===== config.mk =====
export PLATFORM = sky130hd
export DESIGN_NAME = copper_aneg_base_page_regs
export DESIGN_NICKNAME = d
export VERILOG_FILES = /design/src/common/aneg_regs_pkg.sv /design/src/hdl/copper_aneg_base_page_regs.sv
export SDC_FILE = /design/constraint.sdc
export NUM_CORES = 1
export LEC_CHECK = 0
export BUFFER_PORTS_ARGS = -buffer_cell sky130_fd_sc_hd__buf_2
export CAP_MARGIN = 20
export CORE_AREA = 10 10 96 98
export DETAILED_ROUTE_END_ITERATION = 16
export DIE_AREA = 0 0 106 108
export PLACE_DENSITY = 0.69
export SYNTH_ARGS = -nofsm -noshare
export SYNTH_HDL_FRONTEND = slang
export SYNTH_SLANG_ARGS = --single-unit

===== constraint.sdc =====
create_clock -name clk_i -period 2.9 [get_ports clk_i]
set_clock_uncertainty 0.15 [all_clocks]
set_input_delay 0.58 -clock clk_i [delete_from_list [all_inputs] [get_ports clk_i]]
set_output_delay 0.58 -clock clk_i [all_outputs]
set_load 0.05 [all_outputs]

===== src/common/aneg_regs_pkg.sv =====
// constants and carrier types for the copper base-page register bank
// What this block does
// - writes to both 10BASE-T advertise bits wait for reset, restart, power-up or link loss
// - forced 1000 with negotiation off still negotiates, advertising 1000BASE-T at forced duplex
// - in forced 1000, 10/100 advertise bits 8:5 and gigabit control bits are ignored
// - hardware reset loads both 10BASE-T advertise bits from strap bit 1
// - selector field is read-write, resets to 00001, survives software reset
// - partner ability is read-only, mirrors received code word, clears on any reset except a software reset that meets an arriving page
// - partner bit 15 shows partner next-page capability
// - partner bit 14 shows partner acknowledged our code word
// - partner bit 13 shows partner detected a remote fault
// - partner bit 11 asymmetric pause request, bit 10 pause capability
// - partner bits 9 to 5 show T4, TX full, TX half, 10 full, 10 half
// - partner bit 12 reflects received code word bit 12 as is
package aneg_regs_pkg;
   // register indexes; byte address is four times the index
   localparam logic [5:0] IDX_CTRL = 6'h00;
   localparam logic [5:0] IDX_STAT = 6'h01;
   localparam logic [5:0] IDX_ADV = 6'h04;
   localparam logic [5:0] IDX_PART = 6'h05;
   // control register fields
   localparam int CTRL_SWRST_BIT = 15;
   localparam int CTRL_SPD_LSB_BIT = 13;
   localparam int CTRL_ANEG_EN_BIT = 12;
   localparam int CTRL_PD_BIT = 11;
   localparam int CTRL_RESTART_BIT = 9;
   localparam int CTRL_DUPLEX_BIT = 8;
   localparam int CTRL_SPD_MSB_BIT = 6;
   // status register fields
   localparam int STAT_LINK_BIT = 2;
   // advertisement fields
   localparam int ADV_10FD_BIT = 6;
   localparam int ADV_10HD_BIT = 5;
   localparam int ADV_TECH_HI = 8;
   localparam int ADV_TECH_LO = 5;
   localparam int SEL_HI = 4;
   localparam int STRAP_10_BIT = 1;
   // reset values
   localparam logic [4:0] SEL_RESET = 5'h01;
   localparam logic [15:0] PART_RESET = 16'h0000;
   localparam logic ANEG_EN_RESET = 1'b1;
   typedef struct packed {
      logic aneg_en;
      logic power_down;
      logic duplex;
      logic speed_msb;
      logic speed_lsb;
   } ctrl_t;
   typedef struct packed {
      logic [15:0] page;
      logic gig_fd;
      logic gig_hd;
      logic aneg_on;
   } adv_out_t;
endpackage


===== src/hdl/copper_aneg_base_page_regs.sv =====
// base-page advertisement and partner ability registers on a wishbone slave
`timescale 1ns/100ps
module copper_aneg_base_page_regs (
   input wire logic clk_i,
   input wire logic rst_i,
   input wire logic ce_i,
   input wire logic cyc_i,
   input wire logic stb_i,
   input wire logic we_i,
   input wire logic [7:0] adr_i,
   input wire logic [3:0] sel_i,
   input wire logic [31:0] dat_i,
   output logic [31:0] dat_o,
   output logic ack_o,
   input wire logic [1:0] negotiation_config_strap_i,
   input wire logic link_up_i,
   input wire logic page_valid_i,
   input wire logic [15:0] rx_page_i,
   output aneg_regs_pkg::adv_out_t adv_o
);

   aneg_regs_pkg::ctrl_t ctrl;
   aneg_regs_pkg::ctrl_t next_ctrl;
   logic [1:0] pend10;
   logic [1:0] next_pend10;
   logic [1:0] act10;
   logic [1:0] next_act10;
   logic [4:0] selector;
   logic [4:0] next_selector;
   logic [15:0] partner;
   logic [15:0] next_partner;
   logic link_q;
   logic next_link_q;
   logic next_ack;
   logic [31:0] next_dat;
   aneg_regs_pkg::adv_out_t next_adv;
   logic [1:0] strap_meta;
   logic [1:0] strap_sync;

   logic req;
   logic wr;
   logic [5:0] idx;
   logic [15:0] lane_mask;
   logic [15:0] ctrl_word;
   logic [15:0] ctrl_new;
   logic [15:0] adv_word;
   logic [15:0] rd_word;
   logic sw_rst_evt;
   logic restart_evt;
   logic pd_exit_evt;
   logic link_lost_evt;
   logic apply;
   logic forced;

   // strap pin crosses in through two flops, no reset so it is ready at release
   always_ff @(posedge clk_i) begin
      if (ce_i) begin
         strap_meta <= negotiation_config_strap_i;
         strap_sync <= strap_meta;
      end
   end

   always_comb begin
      ctrl_word = 16'h0000;
      ctrl_word[aneg_regs_pkg::CTRL_ANEG_EN_BIT] = ctrl.aneg_en;
      ctrl_word[aneg_regs_pkg::CTRL_PD_BIT] = ctrl.power_down;
      ctrl_word[aneg_regs_pkg::CTRL_DUPLEX_BIT] = ctrl.duplex;
      ctrl_word[aneg_regs_pkg::CTRL_SPD_MSB_BIT] = ctrl.speed_msb;
      ctrl_word[aneg_regs_pkg::CTRL_SPD_LSB_BIT] = ctrl.speed_lsb;
      adv_word = {9'h000, pend10, selector};
   end

   always_comb begin
      req = cyc_i && stb_i;
      wr = req && ack_o && we_i;
      idx = adr_i[7:2];
      lane_mask = {{8{sel_i[1]}}, {8{sel_i[0]}}};
      ctrl_new = (ctrl_word & ~lane_mask) | (dat_i[15:0] & lane_mask);
      unique case (idx)
         aneg_regs_pkg::IDX_CTRL: rd_word = ctrl_word;
         aneg_regs_pkg::IDX_STAT: rd_word = 16'(link_q) << aneg_regs_pkg::STAT_LINK_BIT;
         aneg_regs_pkg::IDX_ADV: rd_word = adv_word;
         aneg_regs_pkg::IDX_PART: rd_word = partner;
         default: rd_word = 16'h0000;
      endcase
   end

   // events that release a pending advertisement write
   always_comb begin
      sw_rst_evt = wr && idx == aneg_regs_pkg::IDX_CTRL && sel_i[1]
         && dat_i[aneg_regs_pkg::CTRL_SWRST_BIT];
      restart_evt = wr && idx == aneg_regs_pkg::IDX_CTRL && sel_i[1]
         && dat_i[aneg_regs_pkg::CTRL_RESTART_BIT];
      pd_exit_evt = wr && idx == aneg_regs_pkg::IDX_CTRL && sel_i[1] && ctrl.power_down
         && !dat_i[aneg_regs_pkg::CTRL_PD_BIT];
      link_lost_evt = link_q && !link_up_i;
      apply = sw_rst_evt || restart_evt || pd_exit_evt || link_lost_evt;
      forced = !ctrl.aneg_en && ctrl.speed_msb && !ctrl.speed_lsb;
   end

   always_comb begin
      next_ctrl = ctrl;
      next_pend10 = pend10;
      next_act10 = act10;
      next_selector = selector;
      next_partner = partner;
      next_link_q = link_up_i;
      next_ack = req && !ack_o;
      next_dat = dat_o;
      if (req && !ack_o) begin
         next_dat = {16'h0000, rd_word};
      end
      if (wr && idx == aneg_regs_pkg::IDX_CTRL) begin
         next_ctrl.aneg_en = ctrl_new[aneg_regs_pkg::CTRL_ANEG_EN_BIT];
         next_ctrl.power_down = ctrl_new[aneg_regs_pkg::CTRL_PD_BIT];
         next_ctrl.duplex = ctrl_new[aneg_regs_pkg::CTRL_DUPLEX_BIT];
         next_ctrl.speed_msb = ctrl_new[aneg_regs_pkg::CTRL_SPD_MSB_BIT];
         next_ctrl.speed_lsb = ctrl_new[aneg_regs_pkg::CTRL_SPD_LSB_BIT];
      end
      if (apply) begin
         next_act10 = pend10;
      end
      if (wr && idx == aneg_regs_pkg::IDX_ADV && sel_i[0]) begin
         next_pend10 = {dat_i[aneg_regs_pkg::ADV_10FD_BIT],
            dat_i[aneg_regs_pkg::ADV_10HD_BIT]};
         next_selector = dat_i[aneg_regs_pkg::SEL_HI:0];
      end
      // software reset leaves the selector alone
      if (sw_rst_evt) begin
         next_partner = aneg_regs_pkg::PART_RESET;
      end
      // a page arriving with the reset is kept
      if (page_valid_i) begin
         next_partner = rx_page_i;
      end
      next_adv.page = {9'h000, act10, selector};
      next_adv.gig_fd = forced && ctrl.duplex;
      next_adv.gig_hd = forced && !ctrl.duplex;
      next_adv.aneg_on = ctrl.aneg_en || forced;
      if (forced) begin
         next_adv.page[aneg_regs_pkg::ADV_TECH_HI:aneg_regs_pkg::ADV_TECH_LO] = 4'h0;
      end
      if (rst_i) begin
         next_ctrl = '0;
         next_ctrl.aneg_en = aneg_regs_pkg::ANEG_EN_RESET;
         next_pend10 = {2{strap_sync[aneg_regs_pkg::STRAP_10_BIT]}};
         next_act10 = {2{strap_sync[aneg_regs_pkg::STRAP_10_BIT]}};
         next_selector = aneg_regs_pkg::SEL_RESET;
         next_partner = aneg_regs_pkg::PART_RESET;
         next_link_q = 1'b0;
         next_ack = 1'b0;
         next_dat = 32'h0000_0000;
         next_adv = '0;
      end
   end

   always_ff @(posedge clk_i) begin
      if (ce_i) begin
         ctrl <= next_ctrl;
         pend10 <= next_pend10;
         act10 <= next_act10;
         selector <= next_selector;
         partner <= next_partner;
         link_q <= next_link_q;
         ack_o <= next_ack;
         dat_o <= next_dat;
         adv_o <= next_adv;
      end
   end
endmodule


==> reports/summary.txt <==
Die W: 106 microns
Critical Path Source Type: primary input
CTS tree: built
Sink Count: 60
Worst Hold Class: primary input to flop
# DRC: 0
PnR worst setup slack: 1.06 ns
Seq/Total Area, Yosys: 65.2%
DP Worst Slack: 0.727 ns
setup TNS: 0 ns
FF-to-FF path depth: 4
syn_area_per_cell: 12.7 sq um
global-route wire length before repair: 9.62 mm
Die ar.: 0.0114 sq mm
status: completed
reg2reg end: partner[7]
root buffer selected by CTS: clkbuf_8
final setup vio count: 0
Max-Cap Viols: 0
hold depth: 1
detailed placement HPWL: 4.79 mm
ANT cells: 0
Top Metal Used: met4
GRT Total Usage: 10.9%
Die Ht: 108 microns
CTS buffer count: 9
fin nets: 369
CTS HTree Levels: 3
Hold Path Origin: negotiation_config_strap_i[1]
# fillers: 699
Total Wirelength: 6.14 mm
row cnt: 32
IO Pins: 122
Ys Warns: 0
antenna-violating nets left: 0
design area: 0.00340 sq mm
Crit Path Class: primary input to flop
Final GP Congestion: 0.786
Resized cells post-CTS: 0
Starting Density: 37.1%
Leakage: 0.00134 uW
max-slew violation count: 0
Max rail drop VDD: 0.276 mV
Synth area leaders: edfxtp_1 65%, buf_4 6.8%, and2_1 5.2%
worst skew pair latency: 0.33 ns
RSZ-0062 raised after global routing: no
kind of end point of the critical path: flop
GR Overflow Total: 0
port buffer count: 72
initial drt markers: 69
Final Critical Period: 1.84 ns
#FFs+latches synth: 60
Bufs on Longest Clock Path: 2
reg-to-reg critical path startpoint: ack_o
share of the synthesized area in the top cell type: 65.2%
Clock transition at path regs: 0.06 ns
Pwr Density: 639 mW/mm^2
DR vias/cell: 4.38
area leader, netlist: edfxtp_1
fmax: 543 MHz
Fin Hold WS: 0.276 ns
CP arrival: 1.73 ns
M1 wire length: 2.44 mm
Netlist cell types: 31
via count: 1,778
Netlist Area Pre-Place: 0.00276 sq mm
Post-CTS Setup Bufs: 0
Post-Place Cell Area: 0.00317 sq mm
largest net degree at the start of global routing: 20
actual slew at the worst max-slew pin: 0.719 ns
Worst EP required: 2.79 ns
met2 routed WL: 3.05 mm
First-pass DRT Iterations: 4
vias in the first global route: 1,979
ratio of cells with drive above 1 in the final layout: 32.6%
WHS Endpoint: strap_meta[1]
metal3 WL: 468 microns
Routed WL per cell: 15.1 microns
Final Hold Vio Count: 0
CTS Hold Bufs: 0
CP max FO: 17
antenna violations before repair: 0
Area Growth Syn to Fin: 23.1%
core area: 0.00745 sq mm
R2R Setup Slk: 1.17 ns
Synth Instances: 217
final core utilization: 45.7%
Slew headroom: 52.1%
crit share post-route: 63.5%
[critical path, stage by stage]
cell and delay, ns:
buf_2 0.12, nor4b_4 0.26, buf_4 0.25, nand4_1 0.12, a21boi_0 0.20, buf_4 0.19
[worst max path at each step]
stage,from,to,slack (ns)
after detailed placement,adr_i[7],selector[3],0.73
after floorplan,adr_i[3],partner[0],0.40
after CTS,adr_i[7],selector[0],1.08
final,adr_i[7],selector[1],1.06
after global placement,adr_i[7],selector[1],0.78
after global routing,adr_i[7],selector[1],0.99
[flip-flops by register name, indices dropped and copies added, names as in the netlist]
name and cells:
dat_o 16, partner 16, adv_o 10, ctrl 5, selector 5, act10 2
pend10 2, ack_o 1, link_q 1, strap_meta 1, strap_sync 1
[through the flow]
| step | std cells | power, uW |
|---|---|---|
| after floorplan | 241 | 1270 |
| after global placement | 390 | 1320 |
| after detailed placement | 390 | 1330 |
| after CTS | 406 | 2190 |
| after global routing | 406 | 2260 |
| final | 406 | 2170 |
[cell type report]
| cell class | instances | area, sq um | area share (%) |
|---|---|---|---|
| Clock inverter | 6 | 103 | 3.02 |
| Timing Repair Buffer | 80 | 420 | 12.4 |
| Multi-Input combinational cell | 142 | 800 | 23.5 |
| Clock buffer | 10 | 128 | 3.75 |
| Tap cell | 102 | 128 | 3.75 |
| Inverter | 6 | 22.5 | 0.662 |
| Sequential cell | 60 | 1800 | 53.0 |
[metal layers]
metal | vias up | GRT usage (%)
li1 | 889 | -
met1 | 792 | 11.4
met2 | 84 | 18.4
met3 | 13 | 4.52
met4 | 0 | 6.00
met5 | - | 0
[report_power, final]
group / internal (uW) / switching [uW] / leakage (uW) / total, uW
logic: 66.9 / 214 / 0.000660 / 281
registers: 1010 / 16.4 / 0.000568 / 1030
clock network: 564 / 301 / 0.000115 / 864
[synthesized netlist by cell type]
| master | number |
|---|---|
| buf_6 | 1 |
| nor4b_1 | 1 |
| o41ai_1 | 1 |
| nand4_1 | 2 |
| or2_2 | 2 |
| nor4_1 | 1 |
| inv_1 | 6 |
| o21ai_0 | 6 |
| nor2_1 | 8 |
| and4_1 | 1 |
| o21a_1 | 2 |
| nand3_1 | 21 |
| edfxtp_1 | 60 |
| nand2b_1 | 1 |
| conb_1 | 1 |
| nor3_1 | 2 |
| and2_1 | 23 |
| nor2b_1 | 14 |
| clkbuf_1 | 4 |
| a21oi_1 | 13 |
| mux2i_1 | 4 |
| nand2_1 | 6 |
| and3_1 | 1 |
| a21boi_0 | 2 |
| nor3_2 | 1 |
| buf_4 | 25 |
| mux2_2 | 2 |
| nand3b_1 | 1 |
| buf_2 | 3 |
| nor4b_4 | 1 |
| o211ai_1 | 1 |
[cell families after synthesis]
| logic type | share of synthesized area [%] |
|---|---|
| AOI/OAI and AO/OA | 5.12 |
| buffers and inverters | 9.10 |
| and+or+nand+nor | 18.2 |
| other | 0.136 |
| muxes | 2.26 |
| DFF | 65.2 |
[placed cells by master, fill, tap and decap left out, drive strengths merged, types with 3 or more instances in the layout]
cell	instances
nor2	8
nor3	3
a21oi	13
conb	25
o21ai	6
bufinv	3
clkinv	3
and2	23
edfxtp	60
clkbuf	10
nand3	21
nor2b	14
inv	6
buf	80
mux2i	4
nand2	6
No activity file was read; power rests on OpenSTA's default activity.
